<file path="config.mk">
export PLATFORM = sky130hd
export DESIGN_NAME = pmcc_top
export DESIGN_NICKNAME = d
export VERILOG_FILES = /design/src/hdl/pmcc_pkg.sv /design/src/hdl/pmcc_sync.sv /design/src/hdl/pmcc_run_ctrl.sv /design/src/hdl/pmcc_top.sv
export VERILOG_INCLUDE_DIRS = /design/src /design/src/hdl
export SDC_FILE = /design/constraint.sdc
export NUM_CORES = 1
export LEC_CHECK = 0
export BUFFER_PORTS_ARGS = -buffer_cell sky130_fd_sc_hd__buf_2
export CAP_MARGIN = 15
export CORE_ASPECT_RATIO = 0.75
export CORE_MARGIN = 10
export CORE_UTILIZATION = 25
export DETAILED_ROUTE_END_ITERATION = 12
export PLACE_DENSITY = 0.4
export SYNTH_ARGS = -nofsm -noshare
export SYNTH_HDL_FRONTEND = slang
export SYNTH_HIERARCHICAL = 1
export SYNTH_SLANG_ARGS = --single-unit
</file>
<file path="constraint.sdc">
create_clock -name MCLK -period 5.7 [get_ports MCLK]
set_clock_uncertainty 0.1 [all_clocks]
set_input_delay 0 -clock MCLK [delete_from_list [all_inputs] [get_ports MCLK]]
set_output_delay 0 -clock MCLK [all_outputs]
set_load 0.03 [all_outputs]
</file>
<file path="src/hdl/pmcc_defs.svh">
// constants for the conversion control register bank
`ifndef PMCC_DEFS_SVH
`define PMCC_DEFS_SVH

// ----------------------------------------------------------------
// command codes
// ----------------------------------------------------------------
`define PMCC_CMD_OP 8'h01
`define PMCC_CMD_CFG 8'h02
`define PMCC_CMD_CLR 8'h03
`define PMCC_CMD_PHASE 8'h04
`define PMCC_CMD_CML 8'h7E
`define PMCC_CMD_FLT 8'h7F
`define PMCC_ARA_ADDR 7'h0C

// ----------------------------------------------------------------
// reset values
// ----------------------------------------------------------------
`define PMCC_OP_RST 8'h04
`define PMCC_CFG_RST 8'h16
`define PMCC_MRG_RST 4'h1

// ----------------------------------------------------------------
// field positions
// ----------------------------------------------------------------
`define PMCC_OP_ON 7
`define PMCC_OP_SOFT 6
`define PMCC_CFG_START 4
`define PMCC_CFG_CMD 3
`define PMCC_CFG_PINEN 2
`define PMCC_CFG_PINHI 1
`define PMCC_CFG_PINOFF 0
`define PMCC_CML_BADC 7
`define PMCC_CML_IVD 6

// ----------------------------------------------------------------
// margin codes
// ----------------------------------------------------------------
`define PMCC_MRG_OFF0 4'h0
`define PMCC_MRG_OFF1 4'h1
`define PMCC_MRG_OFF2 4'h2
`define PMCC_MRG_LO_IGN 4'h5
`define PMCC_MRG_LO_ACT 4'h6
`define PMCC_MRG_HI_IGN 4'h9
`define PMCC_MRG_HI_ACT 4'hA

// ----------------------------------------------------------------
// access kinds
// ----------------------------------------------------------------
`define PMCC_K_CMD 2'h0
`define PMCC_K_WR 2'h1
`define PMCC_K_RD 2'h2

`endif

</file>
<file path="src/hdl/pmcc_pkg.sv">
// types for the conversion control register bank
package pmcc_pkg;
	typedef enum logic [3:0] {
		ST_IDLE = 4'b0000,
		ST_ADDR = 4'b0001,
		ST_ADDR_ACK = 4'b0010,
		ST_CMD = 4'b0011,
		ST_CMD_ACK = 4'b0100,
		ST_WDATA = 4'b0101,
		ST_WACK = 4'b0110,
		ST_RDATA = 4'b0111,
		ST_RACK = 4'b1000,
		ST_IGNORE = 4'b1001
	} pmcc_state_e;
	typedef enum logic [1:0] {
		MSEL_NOM = 2'b00,
		MSEL_LOW = 2'b01,
		MSEL_HIGH = 2'b10
	} pmcc_margin_e;
endpackage : pmcc_pkg

</file>
<file path="src/hdl/pmcc_sync.sv">
// two flip-flop synchroniser for pin inputs
`timescale 1ns/1ps
module pmcc_sync #(
	parameter int W = 1,
	parameter logic [W-1:0] INIT = '0
) (
	input wire logic clk,
	input wire logic rst_n,
	input wire logic [W-1:0] d,
	output logic [W-1:0] q
);
	logic [W-1:0] meta_r;

	always_ff @(posedge clk) begin
		if (!rst_n) begin
			meta_r <= INIT;
			q <= INIT;
		end else begin
			meta_r <= d;
			q <= meta_r;
		end
	end
endmodule : pmcc_sync

</file>
<file path="src/hdl/pmcc_run_ctrl.sv">
// start and stop decision for power conversion
`timescale 1ns/1ps
module pmcc_run_ctrl (
	input wire logic clk,
	input wire logic rst_n,
	input wire logic vin_ok,
	input wire logic pin,
	input wire logic secondary,
	input wire logic op_on,
	input wire logic op_soft,
	input wire logic cfg_start,
	input wire logic cfg_cmd,
	input wire logic cfg_pinen,
	input wire logic cfg_pinoff,
	output logic run_r,
	output logic soft_r,
	output logic run_on
);
	logic start_eff;
	logic cmd_ok;
	logic pin_ok;
	logic want;

	assign start_eff = cfg_start & ~secondary;
	assign cmd_ok = ~cfg_cmd | op_on;
	assign pin_ok = ~cfg_pinen | pin;
	assign want = vin_ok & (~start_eff | (cmd_ok & pin_ok & (cfg_cmd | cfg_pinen)));
	assign run_on = want & ~run_r;

	always_ff @(posedge clk) begin
		if (!rst_n) begin
			run_r <= 1'b0;
		end else begin
			run_r <= want;
		end
	end

	// off profile from the pin off bit when the pin path is enabled and the pin is low, else from the off bit
	always_ff @(posedge clk) begin
		if (!rst_n) begin
			soft_r <= 1'b0;
		end else if (run_r && !want) begin
			if (cfg_pinen && !pin) begin
				soft_r <= ~cfg_pinoff;
			end else begin
				soft_r <= op_soft;
			end
		end
	end

	start_zero_a: assert property (@(posedge clk) disable iff (!rst_n)
		(vin_ok && !start_eff) |=> run_r) else $error("start without enable path failed");
	pin_off_soft_a: assert property (@(posedge clk) disable iff (!rst_n)
		(run_r && start_eff && cfg_pinen && !pin) |=> (!run_r && soft_r == !$past(cfg_pinoff)))
		else $error("pin off profile wrong");
endmodule : pmcc_run_ctrl

</file>
<file path="src/hdl/pmcc_top.sv">
// command register bank behind the smbus target port
`timescale 1ns/1ps
`include "pmcc_defs.svh"
// Notes on behaviour
// - multi-byte values go low byte first
// - on bit enables conversion when permitted
// - secondary reads and acts with on=1
// - off bit picks immediate or soft stop
// - margin resets to 0001, codes 0-2 nominal
// - 0101 low ignore faults, 0110 low act
// - 1001 high ignore faults, 1010 high act
// - reserved bits always read zero
// - unlisted write values flag invalid data, alert
// - start bit 0 runs whenever input present
// - command bit selects conversion command path
// - pin path bit selects control pin path
// - polarity bit fixed at one
// - pin off action: soft or immediate stop
// - secondary acts start bit 0, drops config writes
// - secondary config access nacked, flags, alerts
// - clear faults clears status, releases alert
// - clear never restarts; persisting fault resets
// - alert response drops alert, keeps status
// - pending sources masked until cleared
// - new sources after response alert again
// - phase register returns stack position
module pmcc_top import pmcc_pkg::*; #(
	parameter int NF = 4,
	parameter logic [7:0] CFG_RST = `PMCC_CFG_RST
) (
	input wire logic MCLK,
	input wire logic RST_N,
	input wire logic SCL_I,
	input wire logic SDA_I,
	output logic SDA_O,
	output logic SDA_OE,
	output logic ALERT_O,
	output logic ALERT_OE,
	input wire logic [6:0] DEV_ADDR,
	input wire logic SECONDARY,
	input wire logic [1:0] STACK_POS,
	input wire logic CONTROL_PIN,
	input wire logic VIN_OK,
	input wire logic [NF-1:0] FAULT_IN,
	output logic CONV_RUN,
	output logic OFF_SOFT,
	output logic [1:0] MARGIN_SEL,
	output logic FAULT_IGNORE
);
	localparam int NS = NF + 2;
	localparam int SW = NF + 14;
	localparam int IVD = NF;
	localparam int BADC = NF + 1;

	// ----------------------------------------------------------------
	// decode functions
	// ----------------------------------------------------------------
	function automatic logic acc_f(input logic [7:0] c, input logic [1:0] k, input logic sec);
		case (c)
			`PMCC_CMD_OP, `PMCC_CMD_CML, `PMCC_CMD_FLT: acc_f = 1'b1;
			`PMCC_CMD_CFG: acc_f = ~sec;
			`PMCC_CMD_CLR: acc_f = (k == `PMCC_K_CMD);
			`PMCC_CMD_PHASE: acc_f = (k != `PMCC_K_WR);
			default: acc_f = 1'b0;
		endcase
	endfunction : acc_f

	function automatic logic op_valid_f(input logic [7:0] v);
		case (v[5:2])
			`PMCC_MRG_OFF0, `PMCC_MRG_OFF1, `PMCC_MRG_OFF2, `PMCC_MRG_LO_IGN,
			`PMCC_MRG_LO_ACT, `PMCC_MRG_HI_IGN, `PMCC_MRG_HI_ACT: op_valid_f = (v[1:0] == 2'b00);
			default: op_valid_f = 1'b0;
		endcase
	endfunction : op_valid_f

	function automatic logic cfg_valid_f(input logic [7:0] v);
		cfg_valid_f = (v[7:5] == 3'b000) && v[`PMCC_CFG_PINHI];
	endfunction : cfg_valid_f

	// ----------------------------------------------------------------
	// pin synchronisers and bus edges
	// ----------------------------------------------------------------
	logic [SW-1:0] pins_s;
	logic scl_s, sda_s, scl_p, sda_p, sec_s, pin_s, vin_s;
	logic [6:0] dev_s;
	logic [1:0] stack_s;
	logic [NF-1:0] flt_s;
	logic scl_rise, scl_fall, start_ev, stop_ev;

	// bus lines start at their idle high level so no false edge follows reset
	pmcc_sync #(.W(SW), .INIT({{(SW - 2){1'b0}}, 2'b11})) u_sync (
		.clk(MCLK),
		.rst_n(RST_N),
		.d({FAULT_IN, VIN_OK, CONTROL_PIN, SECONDARY, STACK_POS, DEV_ADDR, SDA_I, SCL_I}),
		.q(pins_s)
	);
	assign scl_s = pins_s[0];
	assign sda_s = pins_s[1];
	assign dev_s = pins_s[8:2];
	assign stack_s = pins_s[10:9];
	assign sec_s = pins_s[11];
	assign pin_s = pins_s[12];
	assign vin_s = pins_s[13];
	assign flt_s = pins_s[SW-1:14];

	always_ff @(posedge MCLK) begin
		if (!RST_N) begin
			scl_p <= 1'b1;
			sda_p <= 1'b1;
		end else begin
			scl_p <= scl_s;
			sda_p <= sda_s;
		end
	end
	assign scl_rise = scl_s & ~scl_p;
	assign scl_fall = ~scl_s & scl_p;
	assign start_ev = scl_s & scl_p & sda_p & ~sda_s;
	assign stop_ev = scl_s & scl_p & ~sda_p & sda_s;

	// ----------------------------------------------------------------
	// target state machine
	// ----------------------------------------------------------------
	pmcc_state_e st_r;
	logic [3:0] bit_r;
	logic [7:0] sh_r, tx_r, cmd_r, op_r, cfg_r, rd_val, ld_byte, op_rd;
	logic oe_r, rw_r, ara_r, cmd_ok_r, got_data_r, first_r, more_r, alert_r;
	logic addr_dec, cmd_dec, data_dec, addr_hit, ara_hit, rd_ok;
	logic wr_commit, ivc_set, ivd_set, clr_cmd, ara_done, ara_lost;
	logic [NS-1:0] status_r, masked_r, set_vec, clr_vec, w1c_vec;
	logic run_on, clr_all;

	assign addr_dec = scl_fall && st_r == ST_ADDR && bit_r == 4'h8;
	assign cmd_dec = scl_fall && st_r == ST_CMD && bit_r == 4'h8;
	assign data_dec = scl_fall && st_r == ST_WDATA && bit_r == 4'h8;
	assign addr_hit = (sh_r[7:1] == dev_s);
	assign ara_hit = (sh_r[7:1] == `PMCC_ARA_ADDR) && sh_r[0] && alert_r;
	assign rd_ok = cmd_ok_r && acc_f(cmd_r, `PMCC_K_RD, sec_s);
	assign ara_lost = ara_r && !oe_r && !sda_s;
	assign ara_done = scl_rise && st_r == ST_RACK && ara_r;
	// the scl rise of the stop itself shifts one bit
	assign clr_cmd = stop_ev && st_r == ST_WDATA && bit_r == 4'h1 && cmd_ok_r && !got_data_r
		&& cmd_r == `PMCC_CMD_CLR;
	// later bytes of a read carry the upper bits, which are zero here
	assign ld_byte = !first_r ? 8'h00 : (ara_r ? {dev_s, 1'b0} : rd_val);

	always_ff @(posedge MCLK) begin
		if (!RST_N) begin
			st_r <= ST_IDLE;
			bit_r <= 4'h0;
			sh_r <= 8'h00;
			tx_r <= 8'h00;
			cmd_r <= 8'h00;
			oe_r <= 1'b0;
			rw_r <= 1'b0;
			ara_r <= 1'b0;
			cmd_ok_r <= 1'b0;
			got_data_r <= 1'b0;
			first_r <= 1'b0;
			more_r <= 1'b0;
		end else if (start_ev) begin
			st_r <= ST_ADDR;
			bit_r <= 4'h0;
			oe_r <= 1'b0;
		end else if (stop_ev) begin
			st_r <= ST_IDLE;
			oe_r <= 1'b0;
			cmd_ok_r <= 1'b0;
		end else if (scl_rise) begin
			case (st_r)
				ST_ADDR, ST_CMD, ST_WDATA: begin
					sh_r <= {sh_r[6:0], sda_s};
					bit_r <= bit_r + 4'h1;
				end
				ST_RDATA: begin
					if (ara_lost) begin
						st_r <= ST_IGNORE;
					end
				end
				ST_RACK: more_r <= ~sda_s;
				default: ;
			endcase
		end else if (scl_fall) begin
			case (st_r)
				ST_ADDR: begin
					if (bit_r == 4'h8) begin
						first_r <= 1'b1;
						if (addr_hit && (!sh_r[0] || rd_ok)) begin
							st_r <= ST_ADDR_ACK;
							oe_r <= 1'b1;
							rw_r <= sh_r[0];
							ara_r <= 1'b0;
						end else if (ara_hit) begin
							st_r <= ST_ADDR_ACK;
							oe_r <= 1'b1;
							rw_r <= 1'b1;
							ara_r <= 1'b1;
						end else begin
							st_r <= ST_IGNORE;
						end
					end
				end
				ST_ADDR_ACK, ST_RACK: begin
					oe_r <= 1'b0;
					if (st_r == ST_ADDR_ACK && !rw_r) begin
						st_r <= ST_CMD;
						bit_r <= 4'h0;
					end else if (st_r == ST_ADDR_ACK || (more_r && !ara_r)) begin
						st_r <= ST_RDATA;
						oe_r <= ~ld_byte[7];
						tx_r <= {ld_byte[6:0], 1'b0};
						bit_r <= 4'h1;
						first_r <= 1'b0;
					end else begin
						st_r <= ST_IGNORE;
					end
				end
				ST_RDATA: begin
					if (bit_r == 4'h8) begin
						oe_r <= 1'b0;
						st_r <= ST_RACK;
					end else begin
						oe_r <= ~tx_r[7];
						tx_r <= {tx_r[6:0], 1'b0};
						bit_r <= bit_r + 4'h1;
					end
				end
				ST_CMD: begin
					if (bit_r == 4'h8) begin
						cmd_r <= sh_r;
						cmd_ok_r <= acc_f(sh_r, `PMCC_K_CMD, sec_s);
						if (acc_f(sh_r, `PMCC_K_CMD, sec_s)) begin
							st_r <= ST_CMD_ACK;
							oe_r <= 1'b1;
						end else begin
							st_r <= ST_IGNORE;
						end
					end
				end
				ST_CMD_ACK: begin
					oe_r <= 1'b0;
					st_r <= ST_WDATA;
					bit_r <= 4'h0;
					got_data_r <= 1'b0;
				end
				ST_WDATA: begin
					if (bit_r == 4'h8) begin
						got_data_r <= 1'b1;
						if (acc_f(cmd_r, `PMCC_K_WR, sec_s)) begin
							st_r <= ST_WACK;
							oe_r <= 1'b1;
						end else begin
							st_r <= ST_IGNORE;
						end
					end
				end
				ST_WACK: begin
					oe_r <= 1'b0;
					st_r <= ST_IGNORE;
				end
				default: ;
			endcase
		end
	end
	assign SDA_O = 1'b0;
	assign SDA_OE = oe_r;

	// ----------------------------------------------------------------
	// command registers
	// ----------------------------------------------------------------
	assign wr_commit = data_dec && acc_f(cmd_r, `PMCC_K_WR, sec_s);
	assign ivd_set = wr_commit && ((cmd_r == `PMCC_CMD_OP && !op_valid_f(sh_r))
		|| (cmd_r == `PMCC_CMD_CFG && !cfg_valid_f(sh_r)));
	assign ivc_set = (addr_dec && addr_hit && sh_r[0] && !rd_ok)
		|| (cmd_dec && !acc_f(sh_r, `PMCC_K_CMD, sec_s))
		|| (data_dec && !acc_f(cmd_r, `PMCC_K_WR, sec_s));

	always_ff @(posedge MCLK) begin
		if (!RST_N) begin
			op_r <= `PMCC_OP_RST;
		end else if (wr_commit && cmd_r == `PMCC_CMD_OP && op_valid_f(sh_r)) begin
			op_r <= sh_r;
		end
	end

	always_ff @(posedge MCLK) begin
		if (!RST_N) begin
			cfg_r <= CFG_RST;
		end else if (wr_commit && cmd_r == `PMCC_CMD_CFG && cfg_valid_f(sh_r) && !sec_s) begin
			cfg_r <= sh_r;
		end
	end

	assign op_rd = {op_r[`PMCC_OP_ON] | sec_s, op_r[6:0]};
	always_comb begin
		case (cmd_r)
			`PMCC_CMD_OP: rd_val = op_rd;
			`PMCC_CMD_CFG: rd_val = cfg_r;
			`PMCC_CMD_PHASE: rd_val = {6'h00, stack_s};
			`PMCC_CMD_CML: rd_val = {status_r[BADC], status_r[IVD], 6'h00};
			`PMCC_CMD_FLT: rd_val = {{(8 - NF){1'b0}}, status_r[NF-1:0]};
			default: rd_val = 8'h00;
		endcase
	end

	// margin target and fault handling
	always_ff @(posedge MCLK) begin
		if (!RST_N) begin
			MARGIN_SEL <= MSEL_NOM;
			FAULT_IGNORE <= 1'b0;
		end else begin
			case (op_r[5:2])
				`PMCC_MRG_LO_IGN, `PMCC_MRG_LO_ACT: MARGIN_SEL <= MSEL_LOW;
				`PMCC_MRG_HI_IGN, `PMCC_MRG_HI_ACT: MARGIN_SEL <= MSEL_HIGH;
				default: MARGIN_SEL <= MSEL_NOM;
			endcase
			FAULT_IGNORE <= (op_r[5:2] == `PMCC_MRG_LO_IGN) || (op_r[5:2] == `PMCC_MRG_HI_IGN);
		end
	end

	pmcc_run_ctrl u_run (
		.clk(MCLK),
		.rst_n(RST_N),
		.vin_ok(vin_s),
		.pin(pin_s),
		.secondary(sec_s),
		.op_on(op_rd[`PMCC_OP_ON]),
		.op_soft(op_r[`PMCC_OP_SOFT]),
		.cfg_start(cfg_r[`PMCC_CFG_START]),
		.cfg_cmd(cfg_r[`PMCC_CFG_CMD]),
		.cfg_pinen(cfg_r[`PMCC_CFG_PINEN]),
		.cfg_pinoff(cfg_r[`PMCC_CFG_PINOFF]),
		.run_r(CONV_RUN),
		.soft_r(OFF_SOFT),
		.run_on(run_on)
	);

	// ----------------------------------------------------------------
	// status and alert
	// ----------------------------------------------------------------
	assign set_vec = {ivc_set, ivd_set, flt_s};
	assign clr_all = clr_cmd | run_on;
	always_comb begin
		w1c_vec = '0;
		if (wr_commit && cmd_r == `PMCC_CMD_CML) begin
			w1c_vec[BADC] = sh_r[`PMCC_CML_BADC];
			w1c_vec[IVD] = sh_r[`PMCC_CML_IVD];
		end else if (wr_commit && cmd_r == `PMCC_CMD_FLT) begin
			w1c_vec[NF-1:0] = sh_r[NF-1:0];
		end
	end
	assign clr_vec = {NS{clr_all}} | w1c_vec;

	always_ff @(posedge MCLK) begin
		if (!RST_N) begin
			status_r <= '0;
		end else begin
			status_r <= (status_r & ~clr_vec) | set_vec;
		end
	end

	always_ff @(posedge MCLK) begin
		if (!RST_N) begin
			masked_r <= '0;
		end else if (ara_done) begin
			masked_r <= status_r;
		end else begin
			masked_r <= masked_r & ~clr_vec;
		end
	end

	always_ff @(posedge MCLK) begin
		if (!RST_N) begin
			alert_r <= 1'b0;
		end else begin
			alert_r <= |(((status_r & ~clr_vec) | set_vec) & ~(ara_done ? status_r : masked_r & ~clr_vec));
		end
	end
	assign ALERT_O = 1'b0;
	assign ALERT_OE = alert_r;

	// ----------------------------------------------------------------
	// checks
	// ----------------------------------------------------------------
	rsvd_bits_zero_a: assert property (@(posedge MCLK) disable iff (!RST_N)
		op_rd[1:0] == 2'b00 && cfg_r[7:5] == 3'b000) else $error("reserved bits not zero");
	polarity_fixed_a: assert property (@(posedge MCLK) disable iff (!RST_N)
		cfg_r[`PMCC_CFG_PINHI]) else $error("polarity bit cleared");
	sec_on_read_a: assert property (@(posedge MCLK) disable iff (!RST_N)
		sec_s |-> op_rd[`PMCC_OP_ON]) else $error("secondary on bit not one");
	margin_reset_a: assert property (@(posedge MCLK)
		$rose(RST_N) |-> op_r[5:2] == `PMCC_MRG_RST) else $error("margin reset value wrong");
	bad_op_flag_a: assert property (@(posedge MCLK) disable iff (!RST_N)
		(wr_commit && cmd_r == `PMCC_CMD_OP && !op_valid_f(sh_r)) |=> (status_r[IVD] && $stable(op_r)))
		else $error("invalid operation write not flagged");
	clear_all_a: assert property (@(posedge MCLK) disable iff (!RST_N)
		clr_cmd |=> (status_r == $past(set_vec))) else $error("clear faults left status");
	ara_release_a: assert property (@(posedge MCLK) disable iff (!RST_N)
		(ara_done && (set_vec & ~status_r) == '0 && !clr_all) |=> (!ALERT_OE && status_r == $past(status_r)))
		else $error("alert response did not release alert");
	new_fault_a: assert property (@(posedge MCLK) disable iff (!RST_N)
		((set_vec & ~status_r) != '0) |=> ALERT_OE) else $error("new fault did not alert");
	sec_cfg_nack_a: assert property (@(posedge MCLK) disable iff (!RST_N)
		(cmd_dec && sh_r == `PMCC_CMD_CFG && sec_s) |=> (st_r == ST_IGNORE && !SDA_OE && status_r[BADC]))
		else $error("secondary config access not refused");
	clear_cmd_c: cover property (@(posedge MCLK) disable iff (!RST_N) clr_cmd);
	ara_done_c: cover property (@(posedge MCLK) disable iff (!RST_N) ara_done);
	op_write_c: cover property (@(posedge MCLK) disable iff (!RST_N) wr_commit && cmd_r == `PMCC_CMD_OP);
endmodule : pmcc_top

</file>
==> results of run 1 <==
==> area by class of cell <==
type                       count  area, um2
clock buffer                  10        239
multi-input combinational    431       2790
fill                        2181      14300
tap                          282        353
sequential                   110       2200
inverter                      16       60.1
timing repair buffer          46        325
clock inverter                 6       62.6
==> metrics by stage <==
| stage | instance area (um2) | hold slack (ns) |
|---|---|---|
| after CTS | 6030 | 0.104 |
| final | 6030 | 0.0914 |
| after detailed placement | 5550 | 0.0892 |
| after global placement | 5550 | 0.0820 |
| after global routing | 6030 | 0.140 |
| after floorplan | 5230 | -0.0263 |
==> cells by family after synthesis <==
kind of cell	after synthesis	share of synthesized area
DFF	110	0.421
buffers and inverters	55	0.0459
and+or+nand+nor	257	0.274
AOI/OAI and AO/OA	130	0.178
muxes	25	0.0478
other	1	0.000717
xor gates and xnor gates	11	0.0184
adders and majority gates	6	0.0144
==> worst paths after layout <==
path            endpoint
max             ALERT_OE
min                scl_p
max reg2reg     ALERT_OE
min reg2reg  u_sync/q[1]
==> sequential cells by signal, summed over array words and instances, names as in the netlist, 2 cells and up <==
register	cells
MARGIN_SEL	2
bit_r	4
cfg_r	8
cmd_r	8
masked_r	6
op_r	8
sh_r	8
st_r	4
status_r	6
tx_r	7
u_sync/meta_r	18
u_sync/q	18
==> placed cells by master (no fill, tap or decap), types with 3 or more instances in the layout <==
cell type,Yosys,routed
a211oi_1,9,9
a21oi_1,20,20
a221o_1,3,3
a221oi_1,6,6
a22oi_1,13,13
a31oi_1,9,9
a32oi_1,3,3
and2_1,17,17
and2_2,26,26
and3_1,12,12
buf_2,3,26
clkbuf_16,0,9
dfxtp_1,110,110
dlygate4sd3_1,0,18
ha_1,6,6
inv_1,14,14
mux2i_1,25,25
nand2_1,39,39
nand2b_1,8,8
nand3_1,14,14
nand3b_1,3,3
nand4_1,5,5
nand4b_1,4,4
nor2_1,73,73
nor2b_1,6,6
nor3_1,9,9
nor3b_1,4,4
nor4_1,7,7
o211ai_1,5,5
o21a_1,4,4
o21ai_0,20,20
o21ai_1,7,7
or2_2,3,3
or2b_1,4,4
xnor2_1,4,4
xor2_1,7,7
==> routing by layer <==
metal | track usage | part of all wire | up-vias
li1 | - | - | 2163
met1 | 0.172 | 0.51 | 2141
met2 | 0.155 | 0.40 | 168
met3 | 0.0328 | 0.079 | 10
met4 | 0.0245 | 0.0087 | 0
met5 | 0 | 0 | -
==> worst reg2reg max path: cells and delay by family (launching register included) <==
| family | cells | cell delay [ns] |
|---|---|---|
| AO/OA/AOI/OAI | 3 | 1.48 |
| flip-flops | 1 | 0.79 |
| AND/OR/NAND/NOR | 4 | 0.66 |
==> where the power goes <==
group	switching, mW	internal, mW
Clock	0.317	0.321
Combinational	0.0415	0.0350
Sequential	0.0125	0.783
Total	0.371	1.14
==> impl_results.md, run 1 <==
* PwrDens at about 250 nW/um2
* Routed vias at about 4,500
* Lkg Pwr at between 2 and 2.5 nW
* Detailed Route WL at 15,800 um
* Inserted Clock Buffers at 9
* Synth warn at 6
* Count of cells along the worst hold path at 3
* Gates resized, CTS repair at 0
* Crit path max-delay family: compound AO/OA/AOI/OAI gates
* Final ANT Viol Nets at 0
* Mean area per synthesized cell at between 8 and 9 um2
* Cells after synthesis at ~600
* Path depth of the worst reg2reg path at 7
* Chip width at approximately 190 um
* Tmin final at about 3.1 ns
* Final setup fails at 0
* Inserted Diodes at 0
* Pre-CTS worst setup slack at around 2.7 ns
* FFs w/ async S/R, synth at 0
* Most common cell in the synthesized netlist: dfxtp_1
* Fin worst setup slack at 2.57 ns
* Peak supply drop at between 0.1 and 0.15 mV
* Crit path capture type: register
* Core footprint at a little over 20,000 um2
* CP startpoint kind: register
* Initial Util at 0.257
* Crit-path max cell delay at 0.79 ns
* Site Rows at 45
* Crit-path cells: nand4bb_1, nor2_1, a41oi_1, a32oi_1, nand2b_1, nand3_1, o41a_1
* Crit share post-route at 0.548
* Drt initial violations at 534
* Register area share after synthesis at 0.421
* Vias in the first global route at about 4,200
* DR vias/cell at around 5
* Root Driver: clkbuf_16
* Post-Route Setup TNS at 0 ns
* Share of cells above drive strength 1 at 0.145
* Remaining DRCs at 0
* Fin util at 0.296
* Crit path kind: register to register
* Fmax at roughly 320 MHz
* Netlist cell types at 82
* Slew margin rel. at 0.329
* Syn Std Cell Area at around 5200 um2
* Clk buf depth at 2
* Slew @ Worst Pin at 0.997 ns
* Area share of the largest cell type after synthesis at 0.421
* TritonCTS clock tree: yes
* EDFF count, synth at 0
* # nets final at 640
* # H-tree levels at 3
* Crit-path slowest cell: dfxtp_1
* Largest net degree at the start of global routing at just over 60
* Detailed Place HPWL at 11,700 um
* CP Launch Point: st_r[1]
* Global route overflow at 0
* Placed insts at 867
* Drt pass-1 iters at 6
* CTS clk-pin slew, worst paths at around 0.08 ns
* Final Wtd Congestion at 0.924
* Worst EP required at slightly below 6 ns
* Top post-synthesis cells by count: 110 x dfxtp_1, 73 x nor2_1, 39 x nand2_1, 28 x clkbuf_1, 26 x and2_2
* Ys flop type: dfxtp_1
* Synth area leaders: dfxtp_1 42%, nor2_1 5.2%, mux2i_1 4.8%
* CP max FO at 22
* Hold Crit Start: RST_N
* Worst min path class: primary input to register
* Initial antenna violation count at 0
* I/O Pins at 29
* RSZ-0062 raised after global routing: no
* Fin. Hold Viols at 0
* Crit path depth at 7
* Outcome: finished, final reports clean
* WL per Instance at ~18 um
* Layout area overhead at 15.4%
* First-pass GRT wire length at approximately 25,000 um
* Worst-skew pair later-pin latency at between 0.3 and 0.4 ns
* Count of buffers from port buffering at 26
* Die area at 27,200 um2
* Chip height at about 150 um
* Post-CTS Hold Fix Bufs at 18
* WP buf/inv at 0
* Setup Fix Bufs, Post-CTS at 0
* Sink Count at 110
* Worst Path Arrival at 3.28 ns
* Non-filler cells in the finished layout at roughly 900
* Post-synthesis register bit count at 110
* Tot Pwr at 1.51 mW
* Number of max-cap violations at 0
* Reg2reg start: st_r[1]
* Cell accounting for the most synthesized area: dfxtp_1
* Overall routing resource usage at 0.115
* Flop2flop setup slack at roughly 2.6 ns
* Fin. max-slew vios at 0
(Power assumes the default switching activity.)
==> run 2, diff against run 1 <==
PLACE_DENSITY = 0.42   (was 0.4)
clock period = 2.7 ns   (was 5.7 ns; I/O delays follow)
==> run 2 against run 1 <==
Effect of this change: final area is 4.8% higher; maximum frequency up 22%; worst hold slack better by 0.16 ns; final cell count is 4.0% higher; count of clock-buffer cells in the layout stayed put; sequential cell count unchanged; via count grew 1.4%; critical path type unchanged.
==> impl_results.md, run 2 (same netlist as run 1, synthesis figures left out) <==
* Outcome: finished, final reports clean
* Slew @ Worst Pin at around 0.66 ns
* Commonest non-fill, non-tap cell in the layout: dfxtp_1
* Share of cells above drive strength 1 at 0.195
* CP max FO at 7
* Detailed Route WL at approximately 16,000 um
* Fin util at 0.310
* Count of cells along the worst hold path at 3
* Switching pwr at 0.764 mW
* Hold path endpoint: u_sync/meta_r[0]
* RSZ-0062 raised after global routing: no
* Remaining DRCs at 0
* Most frequent cells in the layout: 110 x dfxtp_1, 73 x nor2_1, 39 x nand2_1
* Root Driver: clkbuf_16
* WL per Instance at ~17 um
* Worst-skew pair later-pin latency at between 0.3 and 0.4 ns
* Fmax at 391 MHz
* Non-filler cells in the finished layout at ~940
* Placed insts at between 900 and 1,000
* Fin worst setup slack at 0.142 ns
* Crit-path slowest cell: o41a_1
* Layout filler cell count at 2,186
* Peak supply drop at 0.271 mV
* Worst Path Arrival at roughly 2.7 ns
* Slew margin rel. at 0.555
* Site Rows at 45
* # H-tree levels at 3
* Final setup fails at 0
* Crit share post-route at 0.947
* CTS clk-pin slew, worst paths at 0.08 ns
* Tot Pwr at around 3.2 mW
* Global route overflow at 0
* Clock power frac at 0.414
* Detailed Place HPWL at 12,300 um
* Worst EP required at 2.84 ns
* # nets final at 676
* Hold slack at between 0.2 and 0.25 ns
* Fin. Hold Viols at 0
* Wl on met1 at 8290 um
* Initial antenna violation count at 0
* Drt initial violations at 478
* Tmin final at between 2 and 3 ns
* Routed vias at approximately 4,500
* First-pass GRT wire length at ~25,000 um
* Crit-path max cell delay at around 0.42 ns
* Crit path capture type: register
* DR vias/cell at 4.85
* Fin. max-slew vios at 0
* Layout area overhead at 20.9%
* CP startpoint kind: register
* Inserted Clock Buffers at 9
* Highest routed layer: met4
* Worst min path class: primary input to register
* Count of buffers from port buffering at 26
* Gate power share at 0.057
* Pre-CTS worst setup slack at roughly 0.071 ns
* Chip width at around 190 um
* Drt pass-1 iters at 5
* Internal Pwr Total at approximately 2.4 mW
* PwrDens at around 500 nW/um2
* Number of max-cap violations at 0
* Crit path kind: register to register
* Final Wtd Congestion at between 0.9 and 1
* Clk buf depth at 2
* Sink Count at between 100 and 150
* Lkg Pwr at between 2 and 2.5 nW
* Metal3 WL at 916 um
* Hold Crit Start: SCL_I
* Overall routing resource usage at 0.115
* I/O Pins at 29
* Setup Fix Bufs, Post-CTS at 0
* Final ANT Viol Nets at 0
* Chip height at around 150 um
* Die area at 27,200 um2
* WL met2 at about 6400 um
* Reg power frac at 0.529
* Initial Util at 0.257
* Largest net degree at the start of global routing at 33
* RR Endpoint: ALERT_OE
* Post-Route Setup TNS at 0 ns
* Placed cell area at a little under 6000 um2
* Path depth of the worst reg2reg path at 10
* Core footprint at between 20,000 and 25,000 um2
* Reg2reg start: bit_r[0]
* TritonCTS clock tree: yes
* Crit-path cells: inv_1, ha_1, nand4b_1, nor4_1, buf_4, nand2_1, a31oi_1, nand2b_1, nand3_1, o41a_1
* Finished Cell Area at roughly 6300 um2
* Biggest regs: u_sync/meta_r: 18 flops, u_sync/q: 18 flops
* Vias in the first global route at ~4,300
* Net Sw Frac at 0.241
* Flop2flop setup slack at roughly 0.14 ns
* Inserted Diodes at 0
## run 2: repair_timing
| action | 4_1_cts | 5_1_grt |
|---|---|---|
| resized for setup | 0 | 5 |
| endpoints found under the hold margin | 22 | 0 |
| endpoints found under the setup margin | 0 | 4 |
| hold buffers | 19 | 0 |
## run 2: final cells by class
| type | instances | area [um2] | area share |
|---|---|---|---|
| multi-input combinational | 431 | 2810 | 0.444 |
| inverter | 16 | 60.1 | 0.00950 |
| timing repair buffer | 82 | 611 | 0.0966 |
| tap | 282 | 353 | 0.0558 |
| sequential | 110 | 2200 | 0.348 |
| clock inverter | 6 | 51.3 | 0.00811 |
| clock buffer | 10 | 239 | 0.0378 |
## run 2: worst max-delay path: cells and delay by family, from the launching register on
kind                       cells  cell delay, ns
adders and majority gates      1            0.18
and+or+nand+nor                5            0.85
AOI/OAI and AO/OA              2            0.66
DFF                            1            0.38
buffers and inverters          2            0.27
## run 2: power groups by stage
stage	sequential [mW]	combinational [mW]	clock, mW
final	1.67	0.181	1.31
after global routing	1.68	0.200	1.39
after global placement	1.71	0.157	0
after detailed placement	1.71	0.157	0
after floorplan	1.71	0.0989	0
after CTS	1.67	0.178	1.36
## run 2: how the worst max path moves through the flow
stage / from / cells after the start / to / slack (ns)
2_1_floorplan: u_sync/q[11] / 11 / ALERT_OE / 0.20
3_3_place_gp: cmd_r[3] / 7 / st_r[0] / 0.12
3_5_place_dp: cmd_r[3] / 7 / st_r[0] / 0.07
4_1_cts: cmd_r[3] / 7 / st_r[0] / 0.07
5_1_grt: scl_p / 9 / ALERT_OE / 0.003
6_report: bit_r[0] / 10 / ALERT_OE / 0.14
## run 2: metal layers
layer / vias to the layer above / GRT usage
li1: 2229 / -
met1: 2176 / 0.170
met2: 126 / 0.161
met3: 13 / 0.0261
met4: 0 / 0.0310
met5: - / 0
